## config.mk

```make
export PLATFORM = sky130hd
export DESIGN_NAME = sdram_command_timing
export DESIGN_NICKNAME = d
export VERILOG_FILES = /design/src/design/sdram_timing_pkg.sv /design/src/design/sdram_command_timing.sv
export SDC_FILE = /design/constraint.sdc
export NUM_CORES = 1
export LEC_CHECK = 0
export ABC_AREA = 1
export BUFFER_PORTS_ARGS = -buffer_cell sky130_fd_sc_hd__buf_4
export CELL_PAD_IN_SITES_DETAIL_PLACEMENT = 1
export CELL_PAD_IN_SITES_GLOBAL_PLACEMENT = 1
export CORE_ASPECT_RATIO = 1.75
export CORE_MARGIN = 3
export CORE_UTILIZATION = 40
export CTS_BUF_LIST = sky130_fd_sc_hd__clkbuf_4 sky130_fd_sc_hd__clkbuf_8 sky130_fd_sc_hd__clkbuf_16
export DETAILED_ROUTE_END_ITERATION = 10
export GPL_ROUTABILITY_DRIVEN = 0
export PLACE_DENSITY_LB_ADDON = 0.1
export SLEW_MARGIN = 20
export SYNTH_ARGS = -nofsm -noshare
export SYNTH_HDL_FRONTEND = slang
export SYNTH_SLANG_ARGS = --single-unit
```

## constraint.sdc

```tcl
create_clock -name clk -period 4.6 [get_ports clk]
set_clock_uncertainty 0.2 [all_clocks]
set_input_delay 0 -clock clk [delete_from_list [all_inputs] [get_ports clk]]
set_output_delay 0 -clock clk [all_outputs]
set_load 0.05 [all_outputs]
```

## src/design/sdram_timing_pkg.sv

```systemverilog
/*
 Constants for the SDRAM command timing front end: command codes, latencies,
 spacing figures in ns and their cycle counts at the 125 MHz core clock.
 Assumes the controller side honours every spacing that binds it.
*/
// Contract
// - Column commands accepted every clock
// - Clock enable low suspends after one cycle
// - Clock enable high resumes after one cycle
// - Write mask blocks same-edge data word
// - Read mask tri-states output two cycles later
// - First write word captured with write command
// - Latency field bits four to six: 2 or 3
package sdram_timing_pkg;

    // Command encoding {cs_n, ras_n, cas_n, we_n}
    localparam logic [3:0] CMD_NOP      = 4'h7;
    localparam logic [3:0] CMD_ACTIVE   = 4'h3;
    localparam logic [3:0] CMD_READ     = 4'h5;
    localparam logic [3:0] CMD_WRITE    = 4'h4;
    localparam logic [3:0] CMD_STOP     = 4'h6;
    localparam logic [3:0] CMD_PRECHG   = 4'h2;
    localparam logic [3:0] CMD_REFRESH  = 4'h1;
    localparam logic [3:0] CMD_LOADMODE = 4'h0;

    // Mode field positions
    localparam int LATENCY_FIELD_LSB = 4;
    localparam int LATENCY_FIELD_MSB = 6;
    localparam logic [2:0] LATENCY_RESET = 3'h3;

    // Fixed latencies in cycles
    localparam int CLK_EN_ENTRY_LATENCY  = 1;
    localparam int CLK_EN_EXIT_LATENCY   = 1;
    localparam int READ_MASK_HIZ_LATENCY = 2;
    localparam int WRITE_DATA_DELAY      = 0;
    localparam int COLUMN_TO_COLUMN      = 1;
    localparam int DATAIN_TO_STOP        = 1;
    localparam int DATAIN_TO_NEXT_COLUMN = 1;
    localparam int DATAIN_TO_PRECHARGE   = 2;
    localparam int DATAIN_TO_ACT         = 5;
    localparam int MODE_TO_ACT           = 2;

    // Clock and spacing figures
    localparam int CLK_PERIOD_PS     = 8000;
    localparam int ROW_CYCLE_NS      = 63;
    localparam int ACT_TO_PRE_NS     = 42;
    localparam int ACT_OPEN_MAX_NS   = 100000;
    localparam int PRE_TO_ACT_NS     = 20;
    localparam int ACT_TO_COL_NS     = 20;
    localparam int ACT_TO_ACT_NS     = 14;
    localparam int CLK_EN_RECOV_NS   = 3;
    localparam int REFRESH_ROWS      = 4096;
    localparam int REFRESH_INTERVAL_MS = 64;

    localparam int ROW_CYCLE_CYC  = (ROW_CYCLE_NS * 1000 + CLK_PERIOD_PS - 1) / CLK_PERIOD_PS;
    localparam int ACT_TO_PRE_CYC = (ACT_TO_PRE_NS * 1000 + CLK_PERIOD_PS - 1) / CLK_PERIOD_PS;
    localparam int PRE_TO_ACT_CYC = (PRE_TO_ACT_NS * 1000 + CLK_PERIOD_PS - 1) / CLK_PERIOD_PS;
    localparam int ACT_TO_COL_CYC = (ACT_TO_COL_NS * 1000 + CLK_PERIOD_PS - 1) / CLK_PERIOD_PS;
    localparam int ACT_TO_ACT_CYC = (ACT_TO_ACT_NS * 1000 + CLK_PERIOD_PS - 1) / CLK_PERIOD_PS;
    localparam int CLK_EN_RECOV_CYC =
        1 + (CLK_EN_RECOV_NS * 1000 + CLK_PERIOD_PS - 1) / CLK_PERIOD_PS;
    // Refresh interval at 125 MHz: 64 ms = 8,000,000 cycles
    localparam int REFRESH_INTERVAL_CYC = REFRESH_INTERVAL_MS * 125000;

endpackage

```

## src/design/sdram_command_timing.sv

```systemverilog
/*
 Device-side command front end of a four-bank SDRAM: decodes commands,
 holds the latency field, applies clock-enable suspend and resume latency,
 write masking with zero latency and read masking with two cycles of
 latency, and reports controller spacing violations except write data to activate and maximum row open time.
 Assumes all pins arrive already synchronised to clk by the pad ring.
*/
`timescale 1ns/1ps
module sdram_command_timing #(
    parameter int DATA_W     = 16,
    parameter int MASK_W     = 2,
    parameter int ADDR_W     = 12,
    parameter int REFRESH_CYC = sdram_timing_pkg::REFRESH_INTERVAL_CYC
) (
    // Clock and reset
    input  wire logic              clk,
    input  wire logic              rstn,
    // Command pins
    input  wire logic              clk_en,
    input  wire logic              cs_n,
    input  wire logic              ras_n,
    input  wire logic              cas_n,
    input  wire logic              we_n,
    input  wire logic [1:0]        bank,
    input  wire logic [ADDR_W-1:0] addr,
    input  wire logic [MASK_W-1:0] dq_mask,
    // Data pins
    input  wire logic [DATA_W-1:0] dq_in,
    output logic      [DATA_W-1:0] dq_out,
    output logic      [DATA_W-1:0] dq_oe,
    // Core array side
    output logic                   wr_strobe,
    output logic      [DATA_W-1:0] wr_data,
    output logic      [MASK_W-1:0] wr_byte_en,
    input  wire logic [DATA_W-1:0] rd_data,
    input  wire logic              rd_valid,
    // Status
    output logic      [2:0]        latency_field,
    output logic                   clk_active,
    output logic                   timing_error,
    output logic                   refresh_overdue
);
    localparam int BYTE_W = DATA_W / MASK_W;

    logic [3:0] cmd;
    logic       cmd_live;
    logic       clk_en_reg, clk_en_next;
    logic       active_reg, active_next;
    logic [2:0] lat_reg, lat_next;
    logic [MASK_W-1:0] mask_d1_reg, mask_d1_next, mask_d2_reg, mask_d2_next;
    logic [DATA_W-1:0] dq_out_reg, dq_out_next, oe_reg, oe_next;
    logic       wr_stb_reg, wr_stb_next;
    logic [DATA_W-1:0] wr_data_reg, wr_data_next;
    logic [MASK_W-1:0] wr_be_reg, wr_be_next;
    logic       wr_burst_reg, wr_burst_next;
    logic [3:0] last_wr_reg, last_wr_next;
    logic [7:0] act_age_reg [4], act_age_next [4];
    logic [7:0] pre_age_reg [4], pre_age_next [4];
    logic [3:0] open_reg, open_next;
    logic [7:0] any_act_reg, any_act_next;
    logic [7:0] mode_age_reg, mode_age_next;
    logic [7:0] resume_age_reg, resume_age_next;
    logic [31:0] ref_cnt_reg, ref_cnt_next;
    logic       err_reg, err_next;

    function automatic logic [7:0] age_inc(input logic [7:0] a);
        return (a == 8'hff) ? a : a + 8'h01;
    endfunction

    function automatic logic too_soon(input logic [7:0] a, input int lim);
        return (32'(a) + 32'h1) < 32'(lim);
    endfunction

    assign cmd      = {cs_n, ras_n, cas_n, we_n};
    assign cmd_live = active_reg;

    always_comb begin
        int b;
        b = 0;
        clk_en_next   = clk_en;
        // Pin registered this edge takes effect one cycle later
        active_next   = clk_en_reg;
        lat_next      = lat_reg;
        mask_d1_next  = dq_mask;
        mask_d2_next  = mask_d1_reg;
        wr_stb_next   = 1'b0;
        wr_data_next  = wr_data_reg;
        wr_be_next    = wr_be_reg;
        wr_burst_next = wr_burst_reg;
        last_wr_next  = (last_wr_reg == 4'hf) ? last_wr_reg : last_wr_reg + 4'h1;
        any_act_next  = age_inc(any_act_reg);
        mode_age_next = age_inc(mode_age_reg);
        resume_age_next = (clk_en && !clk_en_reg) ? 8'h00 : age_inc(resume_age_reg);
        // Counter saturates; a REFRESH below still clears it
        ref_cnt_next  = (ref_cnt_reg >= 32'(REFRESH_CYC)) ? ref_cnt_reg : ref_cnt_reg + 32'h1;
        open_next     = open_reg;
        err_next      = err_reg;
        for (int i = 0; i < 4; i++) begin
            act_age_next[i] = age_inc(act_age_reg[i]);
            pre_age_next[i] = age_inc(pre_age_reg[i]);
        end
        b = int'(bank);
        if (cmd_live) begin
            unique case (cmd)
                sdram_timing_pkg::CMD_LOADMODE: begin
                    lat_next = addr[sdram_timing_pkg::LATENCY_FIELD_MSB:
                                    sdram_timing_pkg::LATENCY_FIELD_LSB];
                    mode_age_next = 8'h00;
                end
                sdram_timing_pkg::CMD_ACTIVE: begin
                    if (too_soon(act_age_reg[b], sdram_timing_pkg::ROW_CYCLE_CYC)
                        || too_soon(pre_age_reg[b], sdram_timing_pkg::PRE_TO_ACT_CYC)
                        || too_soon(any_act_reg, sdram_timing_pkg::ACT_TO_ACT_CYC)
                        || too_soon(mode_age_reg, sdram_timing_pkg::MODE_TO_ACT)
                        || too_soon(resume_age_reg, sdram_timing_pkg::CLK_EN_RECOV_CYC))
                        err_next = 1'b1;
                    act_age_next[b] = 8'h00;
                    any_act_next    = 8'h00;
                    open_next[b]    = 1'b1;
                end
                sdram_timing_pkg::CMD_REFRESH: begin
                    if (too_soon(mode_age_reg, sdram_timing_pkg::MODE_TO_ACT))
                        err_next = 1'b1;
                    ref_cnt_next = 32'h0;
                end
                sdram_timing_pkg::CMD_PRECHG: begin
                    if ((open_reg[b] && too_soon(act_age_reg[b],
                                                 sdram_timing_pkg::ACT_TO_PRE_CYC))
                        || too_soon({4'h0, last_wr_reg},
                                    sdram_timing_pkg::DATAIN_TO_PRECHARGE))
                        err_next = 1'b1;
                    pre_age_next[b] = 8'h00;
                    open_next[b]    = 1'b0;
                    wr_burst_next   = 1'b0;
                end
                sdram_timing_pkg::CMD_WRITE: begin
                    if (too_soon(act_age_reg[b], sdram_timing_pkg::ACT_TO_COL_CYC))
                        err_next = 1'b1;
                    wr_burst_next = 1'b1;
                end
                sdram_timing_pkg::CMD_READ: begin
                    if (too_soon(act_age_reg[b], sdram_timing_pkg::ACT_TO_COL_CYC))
                        err_next = 1'b1;
                    wr_burst_next = 1'b0;
                end
                sdram_timing_pkg::CMD_STOP: wr_burst_next = 1'b0;
                default: ;
            endcase
            // Write word taken on the same edge as the command, mask at once
            if (cmd == sdram_timing_pkg::CMD_WRITE ||
                (wr_burst_reg && cmd == sdram_timing_pkg::CMD_NOP)) begin
                wr_stb_next  = 1'b1;
                wr_data_next = dq_in;
                wr_be_next   = ~dq_mask;
                last_wr_next = 4'h0;
            end
        end
        // Read data, lanes masked two cycles after the mask edge
        dq_out_next = rd_valid ? rd_data : dq_out_reg;
        for (int m = 0; m < MASK_W; m++) begin
            oe_next[m*BYTE_W +: BYTE_W] =
                {BYTE_W{rd_valid && !mask_d2_reg[m]}};
        end
    end

    always_ff @(posedge clk or negedge rstn) begin
        if (!rstn) begin
            clk_en_reg <= 1'b0;
            active_reg <= 1'b0;
            lat_reg <= sdram_timing_pkg::LATENCY_RESET;
            mask_d1_reg <= '0;
            mask_d2_reg <= '0;
            dq_out_reg <= '0;
            oe_reg <= '0;
            wr_stb_reg <= 1'b0;
            wr_data_reg <= '0;
            wr_be_reg <= '0;
            wr_burst_reg <= 1'b0;
            last_wr_reg <= 4'hf;
            any_act_reg <= 8'hff;
            mode_age_reg <= 8'hff;
            resume_age_reg <= 8'hff;
            ref_cnt_reg <= '0;
            open_reg <= '0;
            err_reg <= 1'b0;
            for (int i = 0; i < 4; i++) begin
                act_age_reg[i] <= 8'hff;
                pre_age_reg[i] <= 8'hff;
            end
        end else begin
            clk_en_reg <= clk_en_next;
            active_reg <= active_next;
            lat_reg <= lat_next;
            mask_d1_reg <= mask_d1_next;
            mask_d2_reg <= mask_d2_next;
            dq_out_reg <= dq_out_next;
            oe_reg <= oe_next;
            wr_stb_reg <= wr_stb_next;
            wr_data_reg <= wr_data_next;
            wr_be_reg <= wr_be_next;
            wr_burst_reg <= wr_burst_next;
            last_wr_reg <= last_wr_next;
            any_act_reg <= any_act_next;
            mode_age_reg <= mode_age_next;
            resume_age_reg <= resume_age_next;
            ref_cnt_reg <= ref_cnt_next;
            open_reg <= open_next;
            err_reg <= err_next;
            for (int i = 0; i < 4; i++) begin
                act_age_reg[i] <= act_age_next[i];
                pre_age_reg[i] <= pre_age_next[i];
            end
        end
    end

    assign dq_out          = dq_out_reg;
    assign dq_oe           = oe_reg;
    assign wr_strobe       = wr_stb_reg;
    assign wr_data         = wr_data_reg;
    assign wr_byte_en      = wr_be_reg;
    assign latency_field   = lat_reg;
    assign clk_active      = active_reg;
    assign timing_error    = err_reg;
    assign refresh_overdue = ref_cnt_reg >= 32'(REFRESH_CYC);

endmodule // sdram_command_timing

```

Word-level counts from Yosys, hierarchy flattened:

Cells that the tools add are included.

* $add $sub $neg: 19
* $lt $le $gt $ge: 13
* equal/unequal tests: 24
* mux-type cells: 47
* bitwise operators: 8
* reductions and logical operators: 27

Operators with widths (count)
* 32-bit 2-to-1 mux: 7
* 8-bit 2-to-1 mux: 21
* 8-bit by 1-bit adder with 8-bit output (second input constant): 11
* 8-bit equality test (second input constant): 11
* 32-bit bitwise AND: 2
* 8-bit by 1-bit adder with 9-bit output (second input constant): 5
* 9-bit by 2-bit less-than comparator with 1-bit output (second input constant): 5
* 32-bit by 1-bit adder with 32-bit output (second input constant): 1
* 8-bit binary-select mux with 2-bit select: 2
* 32-bit by 23-bit greater-or-equal comparator with 1-bit output (second input constant): 1
* 32-bit by 3-bit greater-or-equal comparator with 1-bit output (second input constant): 1
* 32-bit by 1-bit less-than comparator with 1-bit output (second input constant): 1
* 32-bit by 3-bit less-than comparator with 1-bit output (second input constant): 1
* 32-bit by 4-bit less-than comparator with 1-bit output (second input constant): 1
* 2-bit NOT with 32-bit output: 1
* 32-bit NOT: 1
* 8-bit demux with 2-bit select: 1
* 4-bit by 3-bit equality test with 1-bit output (second input constant): 4
* 4-bit 2-to-1 mux: 3
* 4-bit by 2-bit equality test with 1-bit output (second input constant): 2
* 1-bit 2-to-1 mux: 8
* 2-bit != test (second input constant): 4
* 4-bit case mux with 2 select lines: 1
* 2-bit AND reduction: 4
* other kinds (25): 39

* register bits after elaboration: 183
* bits of input ports: 56
* output and inout bits: 57
* logic and storage cells: 164

Longest topological paths before layout:

Gate-level depths: netlist (run 1).

* word-level depth: 12
* gate-level depth with buffers: 19
* gate-level depth less buffers: 18

Worst setup path before layout (run 1):

No wires, ideal clock.

* path type: register -> register
* start point: register ref_cnt_reg[18]
* end point: register ref_cnt_reg[18]
* library setup time: 132 ps
* arrival: 1945 ps
* data required time: 4268 ps
* setup slack: 2323 ps
* stages on the path, launching flop included: 9
* buffers on the path: 2
* path through: dfrtp_1 -> nor4_1 -> nand3_1 -> o21ai_2 -> inv_2 -> buf_6 -> buf_6 -> o21ai_0 -> nor2_1

* cells in the longest elaborated chain, start to end: 4
* elaborated cells on any way between the ends: 5
* classes of those cells: 1 x add/sub; 1 x order compare; 3 x mux

Ends and longest elaborated chain
* start, declared: line sdram_command_timing.sv:63 `logic [31:0] ref_cnt_reg, ref_cnt_next;`
* start signal, assigned: line sdram_command_timing.sv:206 `ref_cnt_reg <= ref_cnt_next;`
* 32-bit by 23-bit greater-or-equal comparator with 1-bit output *
* via refresh_overdue: line sdram_command_timing.sv:41 `output logic refresh_overdue`
* 32-bit 2-to-1 mux *: line sdram_command_timing.sv:95 `ref_cnt_next = (ref_cnt_reg >= 32'(REFRESH_CYC)) ? ref_cnt_reg : ref_cnt_reg + 32'h1;`
* 32-bit 2-to-1 mux: line sdram_command_timing.sv:104 `unique case (cmd)`
* 32-bit 2-to-1 mux *: line sdram_command_timing.sv:103 `if (cmd_live) begin`
* via ref_cnt_next[18]: line sdram_command_timing.sv:63

The timed path passes the listed nets; every way through them passes the cells marked *.
A chain may end at the register's enable or synchronous reset.

Worst setup path in the final report (run 1):

* start point: register active_reg, in the netlist clk_active
* end point: register wr_data_reg[7], in the netlist wr_data[7]

* cells in the longest elaborated chain, start to end: 1

Ends and longest elaborated chain
* start, declared: line sdram_command_timing.sv:48 `logic active_reg, active_next;`
* start signal, assigned: line sdram_command_timing.sv:192 `active_reg <= active_next;`
* 2-bit AND reduction (no source line)
* end signal, assigned: line sdram_command_timing.sv:199 `wr_data_reg <= wr_data_next;`
* end, declared: line sdram_command_timing.sv:53 `logic [DATA_W-1:0] wr_data_reg, wr_data_next;`

Every way passes these cells.

==> results of run 1 <==
-- synthesized netlist by cell type, types with 2 or more instances --
cell type	n	share of area, %
inv_2	3	0.12
nor4_1	7	0.46
nor3_1	46	2.4
dfrtp_1	82	22
o22ai_1	16	1.0
xnor2_1	9	0.83
buf_8	2	0.31
buf_4	16	1.3
o21ai_1	4	0.21
nand3_1	60	3.1
clkinv_1	3	0.12
inv_1	148	5.8
ha_1	16	2.1
o21ai_0	51	2.7
nand2_1	340	13
xor2_1	35	3.2
a31oi_1	11	0.72
a21oi_1	60	3.1
nor2_1	149	5.9
nor2_2	6	0.39
buf_6	5	0.59
a22oi_1	3	0.24
nand4_1	16	1.0
dfstp_2	94	26
clkbuf_1	11	0.43
a211oi_1	11	0.87
mux2_2	4	0.47
nand3b_1	3	0.24
nand2_2	4	0.26
-- cell usage in the layout (no fill, tap or decap), types with 2 or more instances in the layout --
| master | netlist | final |
|---|---|---|
| a31oi_1 | 11 | 11 |
| dlygate4sd3_1 | 0 | 70 |
| inv_6 | 0 | 2 |
| nor4_1 | 7 | 7 |
| buf_4 | 16 | 103 |
| a22oi_1 | 3 | 3 |
| inv_2 | 3 | 3 |
| nand3_1 | 60 | 60 |
| dfrtp_1 | 82 | 82 |
| nand2_1 | 340 | 340 |
| a211oi_1 | 11 | 11 |
| o21ai_1 | 4 | 4 |
| xor2_1 | 35 | 35 |
| o22ai_1 | 16 | 16 |
| inv_1 | 148 | 148 |
| clkinvlp_4 | 0 | 4 |
| mux2_2 | 4 | 4 |
| a21oi_1 | 60 | 60 |
| nor2_2 | 6 | 6 |
| clkbuf_16 | 0 | 17 |
| ha_1 | 16 | 16 |
| inv_8 | 1 | 3 |
| nor2_1 | 149 | 149 |
| nand2_2 | 4 | 4 |
| nand3b_1 | 3 | 3 |
| nor3_1 | 46 | 46 |
| clkinv_1 | 3 | 3 |
| xnor2_1 | 9 | 9 |
| o21ai_0 | 51 | 51 |
| dfstp_2 | 94 | 94 |
| bufinv_16 | 0 | 2 |
| nand4_1 | 16 | 16 |
| clkinv_4 | 0 | 2 |
-- how the worst max path moves through the flow --
stage	to	cells after the start	slack [ns]
2_1_floorplan	ref_cnt_reg[18]	8	2.32
3_3_place_gp	wr_data[13]	4	1.97
3_5_place_dp	wr_data[13]	4	1.96
4_1_cts	wr_data[13]	4	1.94
5_1_grt	wr_data[5]	4	1.68
6_report	wr_data[7]	4	1.97
-- cells by family after synthesis --
| logic type | count (synthesis) | synth area share (%) |
|---|---|---|
| XOR/XNOR | 44 | 4.04 |
| adder cells (fa/ha/maj) | 16 | 2.10 |
| AO/OA/AOI/OAI | 161 | 9.40 |
| AND/OR/NAND/NOR | 637 | 27.7 |
| multiplexers | 4 | 0.472 |
| buffers and inverters | 191 | 8.87 |
| flip-flops | 176 | 47.4 |
-- layout make-up --
| class | count | area share, % |
|---|---|---|
| clock buffer | 19 | 3.80 |
| inverter | 155 | 5.01 |
| tap | 304 | 3.23 |
| clock inverter | 13 | 1.30 |
| sequential | 176 | 38.4 |
| multi-input combinational | 862 | 35.5 |
| timing repair buffer | 175 | 12.8 |
-- stage by stage --
stage	total power, mW	utilization, %
after floorplan	4.51	-
after global placement	5.10	44.7
after detailed placement	5.21	44.7
after CTS	6.79	50.2
after global routing	7.27	50.2
final	6.72	50.2
-- power breakdown --
| group | switching [mW] | total [mW] | internal, mW |
|---|---|---|---|
| Clock | 0.658 | 1.49 | 0.831 |
| Sequential | 0.534 | 2.89 | 2.35 |
| Combinational | 1.44 | 2.34 | 0.899 |
-- metal layers --
layer	track usage, %	part of all wire [%]	vias up
met4	9.32	2.9	0
met2	44.2	59	72
met3	3.30	1.5	49
met1	22.7	37	4165
li1	-	-	4237
met5	0	0	-
-- timing repair --
action,CTS,global route
endpoints found under the setup margin,0,0
buffers inserted,0,0
hold buffers,70,0
endpoints found under the hold margin,187,0
-- critical path: cells and delay by family, from the launching register on --
family	cells	cell delay [ns]
flops	1	0.57
buf+inv	1	0.69
simple gates	3	1.05
==> impl_metrics.py, run 1 <==
metrics = {
    "job": {
        "cap_violations": 0,
    },
    "clock_network": {
        "cts_root_buf": "clkbuf_16",
        "cts_tree": "done",
        "clock_latency_ns": 0.45,
        "clock-sinks": 176,
        "cts_buffers": 17,
        "cts.repair.resized": 0,
        "clk_pin_slew_worst_paths_ns": 0.07,
        "cts_buffer_depth": 2,
        "cts_htree_levels": 4,
    },
    "run_status": {
        "status": "completed",
    },
    "floorplanning": {
        "row_count": 74,
        "dieHeight_um": 210,
        "core_area_um2": 23400,
        "num_io_pins": 113,
        "start_util_pct": 40.7,
        "die_area_um2": 25800,
        "die_w_um": 123,
    },
    "synth": {
        "async_flop_share_pct": 100,
        "syn-mean-instance-area_um2": 7.76,
        "synth-main-ff-cell": "dfstp_2",
        "yosysSeqAreaShare_pct": 47.4,
        "ys_seq_elements": 176,
        "yosysWarnings": 0,
        "synth_cell_type_count": 43,
        "synth-edff-count": 0,
        "syn_area_um2": 9540,
        "syn-num-nets": 1301,
        "syn_inst": 1229,
    },
    "detailed_routing": {
        "routedWlPerCell_um": 16.2,
        "drt_iter0_markers": 266,
        "vias": 8523,
        "vias_per_cell": 5.00,
        "drcViolationCount": 0,
        "routed_wl_um": 27500,
        "ant_nets": 0,
        "first_pass_iters": 4,
    },
    "sta": {
        "hold_viol": 0,
        "slew-limit-headroom_pct": 44.1,
        "setup_slack_ns": 1.97,
        "max_freq_ghz": 0.380,
        "tightestPinTransition_ns": 0.836,
        "min_period_over_period_pct": 57.2,
        "min_period_ns": 2.63,
        "maxSlewViolCount": 0,
        "whs_ns": 0.0545,
        "fin_tns_setup_ns": 0,
        "rsz0062_at_grt": "false",
        "finalSetupViolCount": 0,
    },
    "place": {
        "dp_slack_ns": 1.96,
        "dp_cells": 1602,
        "port_buffers": 103,
        "dpl_cell_area_um2": 10500,
        "hpwl_um": 18900,
    },
    "layout": {
        "nNetsFinal": 1459,
        "fillCellCount": 2930,
        "drive_gt1_share_pct": 18.1,
        "syn2layout_area_growth_pct": 23.4,
        "layout.area.seq_um2": 4520,
        "fin_cells": 1704,
        "fin_area_um2": 11800,
        "antenna_cells": 0,
        "multiInputGateArea_um2": 4170,
    },
    "setup_path": {
        "start_kind": "flip-flop",
        "cp.required_ns": 4.73,
        "slowest_stage": "nand2_1",
        "r2r-start": "clk_active",
        "rr_worst_depth": 4,
        "crit_type": "flip-flop to flip-flop",
        "crit_start": "clk_active",
        "path_common_cell": "nand2_1",
        "crit_path_end_kind": "flip-flop",
        "cp_max_fo": 24,
        "cp_slowest_stage_delay_ns": 0.72,
        "r2r-end": "wr_data[7]",
        "regToRegSetupSlack_ns": 1.97,
        "cp_cell_sequence": "nand2_1, clkinv_1, nand2_1, nand2_1",
        "worstPathArrival_ns": 2.76,
    },
    "grt": {
        "grt_pass1_wl_um": 45700,
        "grt_max_degree": 110,
        "grt_usage_pct": 22.4,
        "antenna_found_initial": 0,
        "grt_pass1_vias": 9478,
        "grt-ovfl-total": 0,
    },
    "min_path": {
        "hp-class": "input port to flip-flop",
        "min_path_cells": 2,
        "hold_path_end": "mask_d1_reg[0]",
        "hp-start": "dq_mask[0]",
    },
    "power": {
        "peakVddDrop_mv": 0.329,
        "cellLeakagePower_nw": 5.52,
        "power_density_nw_per_um2": 571,
    },
}
Note: power is estimated with default switching activity, not from simulation.
==> run 2, diff against run 1 <==
- ABC_AREA: 1 -> 0
- clock period: 4.6 -> 2.3 ns (I/O delays scaled with it)
==> run 2 against run 1 <==
Compared with the run above: the flow now finishes with violations (setup timing); critical endpoint is now ref_cnt_reg[21]; clock power rose by 95%; area after synthesis fell by 7.7%; wire length fell by 6.0%; die area fell by 7.4%; sequential power rose by 100%; clock-buffer cell count did not move; worst setup slack got worse by 2.0 ns; register-to-register slack got worse by 2.0 ns; largest power group unchanged; sequential share of layout area rose by 0.81 points.
==> impl_metrics.py, run 2 <==
metrics = {
    "run_status": {
        "status": "complete, but fails checks",
        "violations": "setup timing",
    },
    "floorplanning": {
        "core_area_um2": 21600,
        "num_io_pins": 113,
        "dieHeight_um": 202,
        "die_w_um": 118,
        "die_area_um2": 23900,
        "start_util_pct": 40.8,
        "row_count": 71,
    },
    "synth": {
        "yosysSeqAreaShare_pct": 51.3,
        "async_flop_share_pct": 100,
        "syn-mean-instance-area_um2": 10.3,
        "synth_top_area_cell": "dfstp_2",
        "yosys-top-cells-area": "dfstp_2, dfrtp_1, nor2_1",
        "synth-main-ff-cell": "dfstp_2",
        "netlist.area_leader.share_pct": 28.0,
        "syn_area_um2": 8810,
        "syn-num-nets": 929,
        "ys_top_cells_by_count": "nor2_1, dfstp_2, nand2_1",
        "yosysWarnings": 0,
        "ys_seq_elements": 176,
        "synth_cell_type_count": 58,
        "synth_most_common_cell": "nor2_1",
        "syn_inst": 857,
        "synth-edff-count": 0,
    },
    "sta": {
        "min_period_ns": 2.36,
        "min_period_over_period_pct": 103,
        "hold_viol": 0,
        "whs_ns": 0.0330,
        "tightestPinTransition_ns": 0.628,
        "fin_tns_setup_ns": -0.170,
        "rsz0062_at_grt": "true",
        "max_freq_ghz": 0.423,
        "maxSlewViolCount": 0,
        "slew-limit-headroom_pct": 58.1,
        "finalSetupViolCount": 3,
        "setup_slack_ns": -0.0627,
    },
    "place": {
        "dp_cells": 1258,
        "hpwl_um": 17500,
        "port_buffers": 103,
    },
    "detailed_routing": {
        "drt_iter0_markers": 266,
        "routed_wl_um": 25900,
        "first_pass_iters": 4,
        "vias": 7366,
        "ant_nets": 0,
        "routedWlPerCell_um": 19.0,
        "drcViolationCount": 0,
        "vias_per_cell": 5.40,
    },
    "setup_path": {
        "crit_path_end_kind": "flip-flop",
        "start_kind": "flip-flop",
        "cp.required_ns": 2.47,
        "crit_type": "flip-flop to flip-flop",
        "worstPathArrival_ns": 2.53,
        "cp_max_fo": 2,
    },
    "power": {
        "internal_power_mw": 8.34,
        "combPwrFrac_pct": 33.6,
        "fin_total_pwr_mw": 13.3,
        "power_density_nw_per_um2": 1150,
        "switching_share_pct": 37.2,
        "cellLeakagePower_nw": 5.03,
        "p_seq_share_pct": 44.4,
        "peakVddDrop_mv": 0.710,
        "clkPwrFrac_pct": 21.9,
        "power_switching_mw": 4.94,
    },
    "layout": {
        "final_common_cell": "buf_4",
        "final_cell_mix": "buf_4, nor2_1, dfstp_2",
        "utilization_pct": 53.4,
        "fin_cells": 1363,
        "drive_gt1_share_pct": 32.2,
        "syn2layout_area_growth_pct": 30.9,
        "nNetsFinal": 1129,
    },
    "grt": {
        "gr-max-usage-layer": "met2",
        "gr-usage-met2_pct": 43.9,
        "grt_usage_pct": 22.2,
        "grt_pass1_vias": 8060,
        "grt-ovfl-total": 0,
        "use_met3_pct": 3.44,
        "grt_max_degree": 53,
        "grt_pass1_wl_um": 42000,
        "gr-usage-met1_pct": 22.0,
        "antenna_found_initial": 1,
    },
    "clock_network": {
        "clock_latency_ns": 0.44,
        "cts_root_buf": "clkbuf_16",
        "clock-sinks": 176,
        "cts_buffers": 17,
        "cts_buffer_depth": 2,
        "clk_pin_slew_worst_paths_ns": 0.07,
        "cts_tree": "done",
        "cts_htree_levels": 4,
    },
    "job": {
        "cap_violations": 0,
    },
    "min_path": {
        "hp-class": "input port to flip-flop",
    },
}
-- run 2: cell count changes in the layout (fill, tap and decap cells not counted), moves of 15 or more --
cell     change
and3_1      +24
mux2_2      +15
buf_4       +50
xnor2_1     +16
nand2_1    -253
a21oi_1     -33
nor2_1      -35
nor3_1      -23
o21ai_0     -32
inv_1      -139
-- run 2: critical path, stage by stage, from the launching register on --
cell	delay, ns
dfrtp_1	0.37
or4_4	0.54
nor4_4	0.15
buf_4	0.16
and4_4	0.20
nand3_2	0.09
or4_4	0.45
a21oi_2	0.12
-- run 2: final timing paths --
path | from | end | slack (ns) | depth (start not counted)
setup / recovery | ref_cnt_reg[24] | ref_cnt_reg[21] | -0.06 | 7
setup reg to reg | ref_cnt_reg[24] | ref_cnt_reg[21] | -0.06 | 7
max in group asynchronous | rstn | act_age_reg[28] | 1.28 | 3
hold reg to reg | mask_d1_reg[0] | mask_d2_reg[0] | 0.15 | 0
min in group asynchronous | rstn | latency_field[1] | 0.17 | 2
hold / removal | dq_mask[1] | mask_d1_reg[1] | 0.03 | 2
-- run 2: kinds of logic after synthesis --
kind of cell / share of synthesized area (%)
buf+inv: 2.87
simple gates: 22.7
flops: 51.3
mux: 6.98
fa+ha+maj: 2.27
xor+xnor: 6.46
compound gates: 7.36
-- run 2: repair_timing --
action,in CTS,in global routing
gates resized for setup,13,11
endpoints found under the setup margin,4,28
hold endpoints to repair,203,0
pin swaps,8,5
setup buffers,4,3
hold buffers,65,0
-- run 2: final cells by class --
| cell class | instances | area [um^2] |
|---|---|---|
| inverters | 10 | 37.5 |
| clock inverters | 13 | 138 |
| flip-flops and latches | 176 | 4520 |
| diodes | 1 | 2.50 |
| repair buffers | 222 | 1870 |
| fillers | 2360 | 10100 |
| clock buffers | 19 | 447 |
| multi-input cells | 630 | 4150 |
| well taps | 292 | 365 |
-- run 2: power by group through the flow --
stage / Clock (mW) / Combinational, mW / Sequential, mW
global placement: 0 / 3.97 / 5.78
global route: 3.11 / 4.97 / 6.09
CTS: 3.00 / 4.43 / 5.87
detailed placement: 0 / 4.22 / 5.89
floorplan: 0 / 2.57 / 5.98
finish: 2.91 / 4.47 / 5.90
-- run 2: metrics by stage --
stage	area, um^2	setup WS, ns
final	11500	-0.0627
after global routing	11500	-0.172
after detailed placement	10100	-0.192
after CTS	11500	-0.125
after global placement	10100	-0.111
after floorplan	8820	-0.0433
-- run 2: per-layer routing --
| layer | part of all wire (%) | vias up |
|---|---|---|
| met5 | 0 | - |
| met4 | 3.6 | 0 |
| li1 | - | 3430 |
| met3 | 2.2 | 62 |
| met2 | 59 | 116 |
| met1 | 35 | 3758 |
==> run 3, diff against run 2 <==
- CORE_ASPECT_RATIO: 1.75 -> 0.7
- CTS_BUF_LIST: sky130_fd_sc_hd__clkbuf_4 sky130_fd_sc_hd__clkbuf_8 sky130_fd_sc_hd__clkbuf_16 -> sky130_fd_sc_hd__clkbuf_8
==> run 3 against run 2 <==
Compared with the run above: critical path type unchanged; core utilization grew 0.94 points; sequential share of layout area grew 0.056 points; sequential power is essentially flat; the run still ends with setup timing left; register-to-register slack lost 0.06 ns; non-clock buffer count grew 6; wire length shrank 5.2%; worst setup slack lost 0.058 ns; critical path depth is the same; hold slack gained 0.036 ns; fmax shrank 2.4%.
==> impl_metrics.py, run 3 (synthesis gave the netlist of run 2 again) <==
metrics = {
    "floorplanning": {
        "row_count": 44,
        "die_area_um2": 23900,
        "die_w_um": 183,
        "start_util_pct": 41.6,
        "dieHeight_um": 130,
        "core_area_um2": 21200,
        "num_io_pins": 113,
    },
    "place": {
        "dp_cells": 1238,
        "dp_slack_ns": -0.0924,
        "port_buffers": 103,
        "hpwl_um": 16300,
    },
    "sta": {
        "finalSetupViolCount": 17,
        "slew-limit-headroom_pct": 58.5,
        "hold_viol": 0,
        "min_period_ns": 2.42,
        "whs_ns": 0.0688,
        "maxSlewViolCount": 0,
        "max_freq_ghz": 0.413,
        "rsz0062_at_grt": "true",
        "tightestPinTransition_ns": 0.617,
        "fin_tns_setup_ns": -0.960,
        "setup_slack_ns": -0.121,
        "min_period_over_period_pct": 105,
    },
    "clock_network": {
        "cts_tree": "done",
        "clock_latency_ns": 0.47,
        "clock-sinks": 176,
        "cts_root_buf": "clkbuf_8",
        "cts_htree_levels": 4,
        "cts_buffer_depth": 2,
        "cts_buffers": 17,
        "clk_pin_slew_worst_paths_ns": 0.10,
    },
    "detailed_routing": {
        "routedWlPerCell_um": 18.1,
        "first_pass_iters": 4,
        "vias": 7267,
        "routed_wl_um": 24500,
        "drt_iter0_markers": 389,
        "ant_nets": 0,
        "drcViolationCount": 0,
        "vias_per_cell": 5.38,
    },
    "setup_path": {
        "crit_path_end_kind": "flip-flop",
        "cp_max_fo": 3,
        "regToRegSetupSlack_ns": -0.12,
        "start_kind": "flip-flop",
        "cp.required_ns": 2.51,
        "crit_type": "flip-flop to flip-flop",
        "worstPathArrival_ns": 2.63,
    },
    "job": {
        "cap_violations": 0,
    },
    "grt": {
        "grt_usage_pct": 20.9,
        "grt-ovfl-total": 0,
        "antenna_found_initial": 0,
        "grt_pass1_vias": 7869,
        "grt_max_degree": 77,
        "grt_pass1_wl_um": 40200,
    },
    "layout": {
        "fin_cells": 1352,
        "syn2layout_area_growth_pct": 30.8,
        "final_common_cell": "buf_4",
        "antenna_cells": 0,
        "utilization_pct": 54.3,
        "fillCellCount": 2290,
        "nNetsFinal": 1135,
        "final_cell_mix": "buf_4, nor2_1, dfstp_2",
        "drive_gt1_share_pct": 32.9,
    },
    "power": {
        "peakVddDrop_mv": 0.554,
        "power_density_nw_per_um2": 1130,
        "cellLeakagePower_nw": 4.99,
    },
    "run_status": {
        "violations": "setup timing",
        "status": "complete, but fails checks",
    },
    "min_path": {
        "hp-class": "input port to flip-flop",
    },
}
[run 3: through the flow]
step / cell area (um^2) / total power [mW]
after global routing: 11500 / 13.9
after CTS: 11300 / 13.0
after floorplan: 8820 / 8.55
after global placement: 10100 / 9.74
after detailed placement: 10100 / 10.1
final: 11500 / 13.0
[run 3: power by group]
group / internal, mW / switching (mW)
combinational: 2.07 / 2.46
clock: 1.32 / 1.21
sequential: 4.68 / 1.23
[run 3: repair_timing]
action / in CTS / in global routing
endpoints found under the setup margin: 4 / 29
hold buffers: 70 / 0
gates resized for setup: 10 / 31
endpoints found under the hold margin: 225 / 0
buffers inserted: 3 / 10
pin swaps: 4 / 19
[run 3: cell type report]
type                            instances  area, um^2  area share (%)
Tap cell                              276         345            3.00
Clock buffer                           18         248            2.15
Inverter                               10        37.5           0.326
Clock inverter                         14         214            1.86
Multi-Input combinational cell        630        4190            36.4
Sequential cell                       176        4520            39.3
Timing Repair Buffer                  228        1960            17.0
[run 3: metal layers]
layer  GRT usage [%]  share of wire, %
met5               0                 0
met4            4.97               1.0
met3            4.04               2.5
met2            37.2                52
met1            26.6                45
[run 3: worst paths after layout]
kind,from,end,depth (start not counted)
worst max-delay path,ref_cnt_reg[26],ref_cnt_reg[20],7
worst min register to register,mask_d1_reg[0],mask_d2_reg[0],0
max in group asynchronous,rstn,any_act_reg[1],4
worst max register to register,ref_cnt_reg[26],ref_cnt_reg[20],7
min in group asynchronous,rstn,pre_age_reg[12],3
worst min-delay path,dq_in[13],wr_data[13],4
[run 3: worst max-delay path, stage by stage (launching register included)]
cell and delay (ns):
dfrtp_1 0.40, or4_4 0.55, nor4_4 0.16, buf_4 0.16, and3_4 0.19, nand3_2 0.09
or4_4 0.49, a21oi_2 0.12
